$ cat src/verilog/eei_pkg.sv
// Package of constants for the external edge interrupt block
`default_nettype none
package eei_pkg;
  localparam int unsigned OPT_EDGE_POL_BIT = 6;
  localparam int unsigned ICR_FLAG_BIT = 1;
  localparam int unsigned ICR_ENABLE_BIT = 4;
  localparam int unsigned ICR_GLOBAL_BIT = 7;
  localparam logic [12:0] INT_VECTOR = 13'h0004;
  localparam int unsigned OSC_PER_INSTR = 4;
  localparam logic [1:0] PHASE_RST = 2'h0;
  localparam logic [1:0] PHASE_LAST = 2'(OSC_PER_INSTR - 1);
  localparam logic [1:0] LAT_MIN_CYC = 2'h3;
  localparam logic [2:0] LAT_MAX_CYC = 3'h4;
  localparam logic ICR_FLAG_RST = 1'b0;
  localparam logic ICR_GLOBAL_RST = 1'b0;
  typedef enum logic [1:0] {
    EEI_RUN = 2'b00,
    EEI_PEND = 2'b01,
    EEI_VECT = 2'b11
  } eei_state_type;
endpackage : eei_pkg
`default_nettype wire

$ cat src/verilog/eei_top.sv
// External edge interrupt: pin edge detect, flag, enables, wake and vectoring
`default_nettype none
module eei_top (
  input wire logic REF_CLK_I,
  input wire logic NRST_I,
  input wire logic EXT_INT_PIN_I,
  input wire logic EDGE_POLARITY_SELECT_I,
  input wire logic EXT_INT_ENABLE_I,
  input wire logic SLEEP_ENTER_I,
  input wire logic FLAG_CLEAR_I,
  input wire logic GLOBAL_SET_I,
  input wire logic GLOBAL_CLEAR_I,
  input wire logic [12:0] RETURN_PC_I,
  output logic EXT_INT_FLAG_O,
  output logic GLOBAL_INT_ENABLE_O,
  output logic SLEEPING_O,
  output logic WAKE_O,
  output logic INSTR_CYCLE_O,
  output logic VECTOR_O,
  output logic [12:0] VECTOR_PC_O,
  output logic PUSH_O,
  output logic [12:0] PUSH_ADDR_O
);
  logic pin_lvl, prev_r, edge_seen;
  logic [1:0] phase_r, phase_nxt;
  logic tick_r, tick_nxt;
  logic flag_r, flag_nxt, gie_r, gie_nxt;
  logic sleep_r, sleep_nxt, armed_r, armed_nxt, wake_r, wake_nxt;
  logic vec_r, vec_nxt, push_r, push_nxt;
  logic [12:0] push_addr_r, push_addr_nxt;
  logic [12:0] vpc_r, vpc_nxt;
  logic primed_r, primed_nxt;
  logic [1:0] lat_r, lat_nxt;
  eei_pkg::eei_state_type st_r, st_nxt;

  eei_sync u_sync (
    .clk_i(REF_CLK_I),
    .nrst_i(NRST_I),
    .pin_i(EXT_INT_PIN_I),
    .level_o(pin_lvl)
  );

  // Edge from successive filtered samples, polarity chosen here; masked until
  // the synchroniser has flushed its reset zeros, or a pin idling high would
  // look like a rising edge. A real edge inside that first window is lost.
  assign edge_seen = primed_r & (EDGE_POLARITY_SELECT_I ? (pin_lvl & ~prev_r)
                                                       : (~pin_lvl & prev_r));

  // Divider gives the instruction-cycle enable
  always_comb begin
    phase_nxt = phase_r + 2'h1;
    tick_nxt = (phase_r == eei_pkg::PHASE_LAST);
    primed_nxt = primed_r | tick_r;
  end

  always_comb begin
    flag_nxt = flag_r;
    gie_nxt = gie_r;
    sleep_nxt = sleep_r;
    armed_nxt = armed_r;
    wake_nxt = 1'b0;
    vec_nxt = 1'b0;
    push_nxt = 1'b0;
    push_addr_nxt = push_addr_r;
    vpc_nxt = 13'h0000;
    lat_nxt = lat_r;
    st_nxt = st_r;
    // Set beats clear so a coincident edge is never lost
    if (FLAG_CLEAR_I) begin
      flag_nxt = 1'b0;
    end
    if (edge_seen) begin
      flag_nxt = 1'b1;
    end
    if (GLOBAL_CLEAR_I) begin
      gie_nxt = 1'b0;
    end
    if (GLOBAL_SET_I) begin
      gie_nxt = 1'b1;
    end
    if (SLEEP_ENTER_I && !sleep_r) begin
      sleep_nxt = 1'b1;
      armed_nxt = EXT_INT_ENABLE_I;
    end
    if (sleep_r && armed_r && edge_seen) begin
      sleep_nxt = 1'b0;
      wake_nxt = 1'b1;
    end
    unique case (st_r)
      eei_pkg::EEI_RUN: begin
        // Request while flag is up or an edge is seen, and enables allow it
        if ((flag_r || edge_seen) && EXT_INT_ENABLE_I && gie_r
            && (!sleep_r || (armed_r && edge_seen))) begin
          st_nxt = eei_pkg::EEI_PEND;
          lat_nxt = 2'h0;
        end
      end
      eei_pkg::EEI_PEND: begin
        // Vector on the third instruction boundary after the request
        if (tick_r) begin
          lat_nxt = lat_r + 2'h1;
          if (lat_r == 2'(eei_pkg::LAT_MIN_CYC - 2'h1)) begin
            st_nxt = eei_pkg::EEI_VECT;
          end
        end
      end
      eei_pkg::EEI_VECT: begin
        vec_nxt = 1'b1;
        push_nxt = 1'b1;
        push_addr_nxt = RETURN_PC_I;
        vpc_nxt = eei_pkg::INT_VECTOR;
        gie_nxt = 1'b0;
        st_nxt = eei_pkg::EEI_RUN;
      end
      default: st_nxt = eei_pkg::EEI_RUN;
    endcase
  end

  always_ff @(posedge REF_CLK_I) begin
    if (!NRST_I) begin
      prev_r <= 1'b0;
      phase_r <= eei_pkg::PHASE_RST;
      tick_r <= 1'b0;
      flag_r <= eei_pkg::ICR_FLAG_RST;
      gie_r <= eei_pkg::ICR_GLOBAL_RST;
      sleep_r <= 1'b0;
      armed_r <= 1'b0;
      wake_r <= 1'b0;
      vec_r <= 1'b0;
      push_r <= 1'b0;
      push_addr_r <= 13'h0000;
      vpc_r <= 13'h0000;
      primed_r <= 1'b0;
      lat_r <= 2'h0;
      st_r <= eei_pkg::EEI_RUN;
    end else begin
      prev_r <= pin_lvl;
      phase_r <= phase_nxt;
      tick_r <= tick_nxt;
      flag_r <= flag_nxt;
      gie_r <= gie_nxt;
      sleep_r <= sleep_nxt;
      armed_r <= armed_nxt;
      wake_r <= wake_nxt;
      vec_r <= vec_nxt;
      push_r <= push_nxt;
      push_addr_r <= push_addr_nxt;
      vpc_r <= vpc_nxt;
      primed_r <= primed_nxt;
      lat_r <= lat_nxt;
      st_r <= st_nxt;
    end
  end

  assign EXT_INT_FLAG_O = flag_r;
  assign GLOBAL_INT_ENABLE_O = gie_r;
  assign SLEEPING_O = sleep_r;
  assign WAKE_O = wake_r;
  assign INSTR_CYCLE_O = tick_r;
  assign VECTOR_O = vec_r;
  assign VECTOR_PC_O = vpc_r;
  assign PUSH_O = push_r;
  assign PUSH_ADDR_O = push_addr_r;
endmodule // eei_top
`default_nettype wire

$ cat src/verilog/eei_sync.sv
// Three-stage pin synchroniser with agreement filter
`default_nettype none
module eei_sync (
  input wire logic clk_i,
  input wire logic nrst_i,
  input wire logic pin_i,
  output logic level_o
);
  logic s1_r, s2_r, s3_r, lvl_r;
  logic lvl_nxt;

  always_comb begin
    lvl_nxt = lvl_r;
    // Only the later two stages vote; the first may be metastable
    if (s2_r == s3_r) begin
      lvl_nxt = s2_r;
    end
  end

  always_ff @(posedge clk_i) begin
    if (!nrst_i) begin
      s1_r <= 1'b0;
      s2_r <= 1'b0;
      s3_r <= 1'b0;
      lvl_r <= 1'b0;
    end else begin
      s1_r <= pin_i;
      s2_r <= s1_r;
      s3_r <= s2_r;
      lvl_r <= lvl_nxt;
    end
  end

  assign level_o = lvl_r;
endmodule // eei_sync
`default_nettype wire

$ cat config.mk
export PLATFORM = sky130hd
export DESIGN_NAME = eei_top
export DESIGN_NICKNAME = d
export VERILOG_FILES = /design/src/verilog/eei_pkg.sv /design/src/verilog/eei_top.sv /design/src/verilog/eei_sync.sv
export SDC_FILE = /design/constraint.sdc
export NUM_CORES = 1
export LEC_CHECK = 0
export ABC_AREA = 1
export BUFFER_PORTS_ARGS = -buffer_cell sky130_fd_sc_hd__buf_2
export CAP_MARGIN = 20
export CORE_UTILIZATION = 44
export CTS_BUF_LIST = sky130_fd_sc_hd__clkbuf_8
export CTS_CLUSTER_DIAMETER = 120
export DETAILED_ROUTE_END_ITERATION = 10
export PLACE_DENSITY = 0.78
export SLEW_MARGIN = 20
export SYNTH_ARGS = -nofsm -noshare
export SYNTH_HDL_FRONTEND = slang
export SYNTH_SLANG_ARGS = --single-unit
$ cat constraint.sdc
create_clock -name REF_CLK_I -period 1.18 [get_ports REF_CLK_I]
set_clock_uncertainty 0.1 [all_clocks]
set_input_delay 0.118 -clock REF_CLK_I [delete_from_list [all_inputs] [get_ports REF_CLK_I]]
set_output_delay 0.118 -clock REF_CLK_I [all_outputs]
set_load 0.02 [all_outputs]
; After elaboration in Yosys (flattened, before gate mapping)
; Index checks and enable logic that the tools add are counted.
[totals]
mem_count = 0
rom_bits = 0
mem_bits_rw = 0
register_bits = 45
latchBits = 0
output_inout_bits = 33
[op_classes]
eq_ne = 8
shift = 0
div = 0
muxes = 15
n_addsub = 2
bitwise_logic = 7
order_cmp = 0
mul = 0
n_reduce_logical = 18
[ops]
columns = operator, count
row1 = $mux W2, 5
row2 = $pmux W2 S2, 2
row3 = $logic_and A1 B1 Y1, 7
row4 = $mux W1, 7
row5 = $eq A2 B2 Y1 const B, 3
row6 = $ne A2 B2 Y1 const B, 3
row7 = $reduce_and A3 Y1, 2
row8 = $reduce_bool A2 Y1, 3
row9 = $add A2 B1 Y2 const B, 2
row10 = $reduce_or A2 Y1, 2
row11 = $and A1 B1 Y1, 3
row12 = $mux W3, 1
row13 = $not A1 Y1, 3
row14 = $eq A2 B1 Y1 const B, 1
row15 = $logic_not A2 Y1, 1
row16 = $logic_or A1 B1 Y1, 2
row17 = $eq A1 B1 Y1, 1
row18 = $logic_not A1 Y1, 1
row19 = $or A1 B1 Y1, 1

; Depth between registers and ports, before layout
; Gate-level depths: netlist of run 1.
[logic_depth]
depth_word = 10
mapped_depth = 10

; By module
; From an unflattened synthesis of run 1, not the netlist that was laid out.
[unflattened]
cells_unflattened = 161
hier_area_um2 = 1286.2
[by_module_without_submodules]
columns = module, area_per_inst_um2, seq_area_each_um2, instances, cells_per_inst
row1 = eei_top, 1169.9, 560.5, 1, 148
row2 = eei_sync, 116.4, 80.1, 1, 13

; Least setup slack after synthesis of run 1
; OpenSTA, ideal clock, no wires.
[synth_timing]
path_kind = flip-flop to flip-flop
startpoint = reg lat_r[0]
endpoint = reg lat_r[1]
period_less_slack_ns = 1.241
setup_ns = 0.064
slack_ns = -0.061
required_time_ns = 1.016
path_stages_with_launch = 7
arrival_ns = 1.077
path_cell_list = dfxtp_1 -> inv_1 -> ha_1 -> or2_2 -> nand3_1 -> nand2_1 -> nor2_1
[synth_between]
elab_chain_cells = 3
[synth_rtl]
columns = element, line
row1 = start: declaration, eei_top.sv:33  ; logic [1:0] lat_r, lat_nxt;
row2 = start signal: assignment, eei_top.sv:150  ; lat_r <= lat_nxt;
row3 = $add A2 B1 Y2, eei_top.sv:101  ; lat_nxt = lat_r + 2'h1;
row4 = $mux W2, eei_top.sv:100  ; if (tick_r) begin
row5 = $pmux W2 S2, eei_top.sv:89  ; unique case (st_r)
; No other way between the ends. The select of a mux whose other input is x is not followed.
; A chain may end at the register's enable or synchronous reset.

; Worst setup path in the final report of run 1
[layout_timing]
startpoint = reg u_sync.lvl_r, in the netlist u_sync.level_o
endpoint = reg lat_r[0]
[layout_between]
elab_chain_cells = 10
elab_cells_between_ends = 13
cone_classes = eq/ne: 1 / mux: 1 / bitwise: 4 / reduce/logical: 7
[layout_rtl]
columns = element, line
row1 = start: declaration, eei_sync.sv:9  ; logic s1_r, s2_r, s3_r, lvl_r;
row2 = start signal: assignment, eei_sync.sv:30  ; lvl_r <= lvl_nxt;
row3 = $not A1 Y1, eei_top.sv:47  ; : (~pin_lvl & prev_r));
row4 = $and A1 B1 Y1, eei_top.sv:47
row5 = $mux W1 (*), eei_top.sv:46  ; assign edge_seen = primed_r & (EDGE_POLARITY_SELECT_I ? (pin_lvl & ~prev_r)
row6 = $and A1 B1 Y1 (*), eei_top.sv:46
row7 = $logic_or A1 B1 Y1, eei_top.sv:92  ; if ((flag_r || edge_seen) && EXT_INT_ENABLE_I && gie_r
row8 = $logic_and A1 B1 Y1 (2 in a row), eei_top.sv:92
row9 = $logic_and A1 B1 Y1 (*), eei_top.sv:93  ; && (!sleep_r || (armed_r && edge_seen))) begin
row10 = $ne A2 B2 Y1 (no line) (*), -
row11 = $reduce_and A3 Y1 (no line) (*), -
; Mark *: on every way between the ends. The rest lies on a longest branch, timed or not.

==> metrics, run 1 <==
fin cells about 270; hold slack 0.01109 ns; critical path's slowest cell dfxtp_2; post-synth design cell area roughly 1300 sq um; largest area contributor in the netlist dfxtp_1; Fill cells 209; largest net degree at the start of global routing 15; DR pass1 iterations 4; register bit total from synthesis 32; area grow syn2layout 45.02%; clock period minus worst slack 1.270 ns; crit path cell chain inv_2, nand3_2, nand2_2, nand2_1, nand2_1, nand3_2, nand2_4, a21oi_1, nor2_1; Final nets about 260; die area ~3100 sq um; gr usage total 0.1832; number of distinct library cells after synthesis 16; Pwr Density around 1200 nW/um^2; top cells by area, synth dfxtp_1 50%, nand2_1 12%, buf_4 10%, nand3_1 7.0%, inv_1 5.3%; max incr delay on CP 0.36 ns; Max-Cap Viols 0; IO Count between 50 and 60; Starting Density 0.4646; cell leakage power 1.013 nW; HPWL Detailed between 1.5 and 2 mm; clk sinks 32; async set-or-reset flop fraction in the synthesized netlist 0; final hold vios 0; Area after DPL approximately 1500 sq um; outcome finished with violations; TritonCTS Buffers 5; CP startpoint kind flip-flop; clock buffer depth 2; final period utilization 1.077; worst path bufs/invs 1; Inst Count DP 238; failing checks negative setup slack; routed wire length about 2.8 mm; RSZ-0062 raised after global routing yes; commonest cells in the synthesized netlist 42 x nand2_1, 32 x dfxtp_1, 18 x inv_1, 18 x nand3_1, 17 x buf_4; CP arrival 1.34 ns; Final Cell Area 1858 sq um; wire length per cell 10.42 um; Post-synth EDFFs 0; # rows 19; sequential area share after synthesis 0.5000; worst-skew pair later-pin latency 0.28 ns; Residual DRC 0; crit-path max FO 5; Reg area around 640 sq um; Peak VDD IR 1.032 mV; Setup Viol. Count Final 4; H-tree levels 2; core footprint 2758 sq um; CTS tree done; Initial DRC Count 37; Die Height ~56 um; setup_tns -0.2788 ns; # diodes 0; fmax 787.2 MHz; via count approximately 1200; die width roughly 56 um; top_reg_cell synth dfxtp_1; Synth Area per Inst 7.812 sq um; Post-Syn Instances 164; most common cell in the synthesized netlist nand2_1; CP Capture Type flip-flop; vias in the first global route 1049; Worst Hold Class in -> reg; gpl congestion 0.7732; IO Port Bufs 42; Crit path max-delay family simple AND/OR/NAND/NOR gates; area of the multi-input gates 525.5 sq um; Synth top area share 0.5000; initial antenna violation count 0; vias per cell ~4.4; setup ws final -0.09034 ns; Synth Warn # 0; Routed Antenna Nets 0; share of layout cells above drive strength 1 0.3559; fin. max-slew vios 0; critical path type reg -> reg; CTS root buf clkbuf_8; Worst-path clk slew 0.06 ns; first-pass GRT wire length 4.457 mm; gr ovfl total 0; WP data required 1.25 ns
-- cells in the final DEF (no fill, tap or decap), drive strengths merged --
cell / netlist / routed
a21oi: 6 / 6
dlygate4sd3: 0 / 16
and3: 1 / 1
ha: 2 / 2
nand2: 45 / 45
or2: 2 / 2
conb: 1 / 12
nand3: 20 / 20
clkbuf: 2 / 6
nor2: 16 / 16
o21ai: 2 / 2
dfxtp: 32 / 32
buf: 17 / 56
inv: 18 / 20
-- kinds of logic (layout without fill, tap and decap cells) --
| logic type | after synthesis | count (layout) | share of synthesized area |
|---|---|---|---|
| other | 1 | 12 | 0.002927 |
| AND/OR/NAND/NOR | 84 | 84 | 0.2881 |
| adder cells (fa/ha/maj) | 2 | 2 | 0.01953 |
| buffers and inverters | 37 | 98 | 0.1582 |
| AO/OA/AOI/OAI | 8 | 8 | 0.03125 |
| flip-flops | 32 | 32 | 0.5000 |
-- flip-flops by register name, summed over array words and instances (netlist names) --
| name | flops |
|---|---|
| PUSH_ADDR_O | 13 |
| lat_r | 2 |
| phase_r | 2 |
| st_r | 2 |
| EXT_INT_FLAG_O | 1 |
| GLOBAL_INT_ENABLE_O | 1 |
| INSTR_CYCLE_O | 1 |
| SLEEPING_O | 1 |
| VECTOR_PC_O | 1 |
| WAKE_O | 1 |
| armed_r | 1 |
| prev_r | 1 |
| primed_r | 1 |
| u_sync.level_o | 1 |
| u_sync.s1_r | 1 |
| u_sync.s2_r | 1 |
| u_sync.s3_r | 1 |
-- tightest hold or removal path, stage by stage --
cell and delay [ns]:
buf_2 0.07, or2_2 0.10, a21oi_1 0.06
-- metrics by stage --
step | setup WS (ns) | utilization | total power [mW]
finish | -0.09034 | 0.6738 | 2.143
global route | -0.2017 | 0.6738 | 2.245
CTS | -0.03088 | 0.6647 | 2.151
detailed placement | -0.05263 | 0.5526 | 1.278
global placement | -0.01824 | 0.5526 | 1.275
floorplan | 0.001479 | - | 1.254
-- repair_timing --
item | in CTS | in global routing
gates cloned | 0 | 0
hold endpoints to repair | 16 | 0
pin swaps | 7 | 5
setup buffers | 3 | 2
setup endpoints to repair | 3 | 4
hold buffers | 16 | 0
resized for setup | 10 | 4
-- metal layers --
layer,wire [um],GRT usage
met1,1224,0.2148
met2,1415,0.3010
met5,0,0
met3,106,0.06744
met4,34,0.07666
-- layout make-up --
| type | instances | share of cell area |
|---|---|---|
| clock inverter | 2 | 0.004040 |
| multi-input combinational | 106 | 0.2828 |
| clock buffer | 6 | 0.04444 |
| timing repair buffer | 72 | 0.2646 |
| inverter | 18 | 0.03636 |
| sequential | 32 | 0.3468 |
| tap | 31 | 0.02088 |
-- path summary, 6_finish.rpt --
path                   from  slack, ns  depth (start not counted)              to
max          u_sync.level_o      -0.09                          9        lat_r[0]
min reg2reg     u_sync.s1_r       0.32                          2     u_sync.s2_r
min            FLAG_CLEAR_I       0.01                          3  EXT_INT_FLAG_O
max reg2reg  u_sync.level_o      -0.09                          9        lat_r[0]
-- power breakdown --
| group | internal (mW) | switching (mW) |
|---|---|---|
| clock network | 0.457 | 0.370 |
| registers | 1.10 | 0.0134 |
| logic | 0.0970 | 0.104 |
Note: power is estimated with default switching activity, not from simulation.
==> inputs of run 2 (changes only) <==
Settings changed: PLACE_DENSITY 0.78 to 0.75.
==> run 2 against run 1 <==
The flow still finishes with violations (negative setup slack). Global-route usage grew 0.75 points. Sequential power about the same. Hold slack improved by 0.013 ns. First-iteration DRC count is 32% lower. Via count fell by 1.7%. Utilization grew 0.50 points. Register-to-register slack gained 0.03 ns. Non-clock buffer count down 1. Sequential cell count unchanged. Cell area rose by 0.74%. Sequential share of layout area down 0.19 points.
==> metrics, run 2 (synthesis results as in run 1) <==
outcome finished with violations; failing checks negative setup slack; crit path cell chain nand3_2, nand2_2, nand3_2, nand2_2, nand3_2, nand2_4, nand3_4, nand2_2, nor2_2; Metal-1 WL 1.170 mm (-4.4%); RSZ-0062 raised after global routing yes; HPWL Detailed 1.730 mm (+5.8%); Max-Cap Viols 0 (unchanged); wire length per cell 10.57 um (+1.4%); Inst Count DP 240 (+0.84%); # rows 19 (unchanged); Min-Delay Startpoint GLOBAL_CLEAR_I; H-tree levels 2 (unchanged); Residual DRC 0 (unchanged); clk sinks 32 (unchanged); largest net degree at the start of global routing 15 (unchanged); die width 55.96 um (unchanged); fmax 807.3 MHz (+2.6%); vias per cell 4.358 (-0.96%); Initial DRC Count 25 (-32%); CTS tree done; Crit path max-delay family simple AND/OR/NAND/NOR gates; most frequent cells in the layout 42 x buf_2, 40 x nand2_1, 28 x dfxtp_1, 17 x dlygate4sd3_1, 16 x inv_1; CTS root buf clkbuf_8; WP data required 1.25 ns (about the same); die area 3132 sq um (unchanged); crit-path max FO 5 (unchanged); Final nets 258 (-0.39%); final period utilization 1.050 (-0.02681); share of layout cells above drive strength 1 0.3632 (+0.007316); IO Port Bufs 42 (unchanged); Die Height 55.96 um (unchanged); # diodes 0 (unchanged); hold slack 0.02454 ns (+0.01344 ns); final hold vios 0 (unchanged); CP arrival 1.31 ns (-0.03 ns); TritonCTS Buffers 5 (unchanged); fin. max-slew vios 0 (unchanged); gr ovfl total 0 (unchanged); DP Worst Slack -0.08075 ns (-0.02813 ns); Pwr Density 1103 nW/um^2 (-4.3%); fin cells 265 (-0.75%); top layer in use met4; WL met3 169 um (+59%); Hold Path End GLOBAL_INT_ENABLE_O; cell leakage power 1.006 nW (-0.68%); setup_tns -0.1047 ns (+0.1741 ns); commonest non-fill, non-tap cell in the layout buf_2; clock period minus worst slack 1.239 ns (-0.03164 ns); area grow syn2layout 46.09%; worst path bufs/invs 0 (-1); clock buffer depth 2 (unchanged); R2R setup slack -0.06 ns (+0.03 ns); core footprint 2758 sq um (unchanged); CP Capture Type flip-flop; Routed Antenna Nets 0 (unchanged); first-pass GRT wire length 4.512 mm (+1.2%); gr usage total 0.1907 (+0.007484); CP startpoint kind flip-flop; critical path's slowest cell dfxtp_2; worst-skew pair later-pin latency 0.28 ns (about the same); Worst Hold Class in -> reg; vias in the first global route 1117 (+6.5%); max incr delay on CP 0.35 ns (about the same); via count 1155 (-1.7%); Setup Viol. Count Final 2 (-2); initial antenna violation count 0 (unchanged); DR pass1 iterations 4 (unchanged); Worst-path clk slew 0.07 ns (about the same); setup ws final -0.05870 ns (+0.03164 ns); setup bufs post-CTS 0 (-3); worst-case reg-to-reg path depth 9 (unchanged); DR WL met2 1.409 mm (-0.42%); RR Endpoint lat_r[0]; Starting Density 0.4646 (unchanged); cell depth of the worst hold path 4 (+1); total power 2.066 mW (-3.6%); worst reg2reg startpoint u_sync.level_o; number of cells on the critical path 9 (unchanged); critical path type reg -> reg; Fill cells 220 (+5.3%); max reg flops 13 (unchanged); Peak VDD IR 0.9814 mV (-4.9%); routed wire length 2.801 mm (+0.68%); gpl congestion 0.7821 (+1.2%); IO Count 55 (unchanged)
==> run 2: worst max-delay path by stage <==
stage,from,to
after global routing,prev_r,lat_r[1]
after detailed placement,lat_r[0],lat_r[1]
final,u_sync.level_o,lat_r[0]
after floorplan,lat_r[0],lat_r[1]
after CTS,u_sync.level_o,lat_r[0]
after global placement,lat_r[0],lat_r[1]
==> run 2: cell type report <==
| type | count | area [sq um] | area share |
|---|---|---|---|
| flip-flops and latches | 32 | 645.6 | 0.3449 |
| multi-input cells | 106 | 541.8 | 0.2894 |
| repair buffers | 71 | 500.5 | 0.2674 |
| clock buffers | 5 | 68.82 | 0.03676 |
| inverters | 18 | 67.56 | 0.03610 |
| well taps | 31 | 38.79 | 0.02072 |
| clock inverters | 2 | 8.758 | 0.004679 |
==> run 2: worst min-delay path: cells and delay by family <==
kind	cells	cell delay, ns
simple gates	1	0.06
buf+inv	2	0.13
compound gates	1	0.05
==> run 2: report_power, final <==
group / total, mW / leakage (nW) / switching [mW] / internal (mW)
Combinational: 0.190 / 0.699 / 0.102 / 0.0884
Sequential: 1.11 / 0.262 / 0.0124 / 1.10
Clock: 0.761 / 0.0452 / 0.370 / 0.391
==> run 2: through the flow <==
| stage | cell area, sq um | util |
|---|---|---|
| after floorplan | 1330 | - |
| after global placement | 1539 | 0.5581 |
| after detailed placement | 1539 | 0.5581 |
| after CTS | 1823 | 0.6611 |
| after global routing | 1872 | 0.6788 |
| final | 1872 | 0.6788 |
==> run 2: per-layer routing <==
metal,up-vias,GRT usage
li1,613,-
met1,494,0.2018
met2,43,0.3299
met3,5,0.05814
met4,0,0.1150
met5,-,0
==> run 2: repair_timing <==
item | in CTS | in global routing
setup endpoints to repair | 3 | 5
hold endpoints to repair | 17 | 0
gates cloned | 0 | 1
gates resized for setup | 11 | 7
pin swaps | 8 | 5
hold buffers | 17 | 0
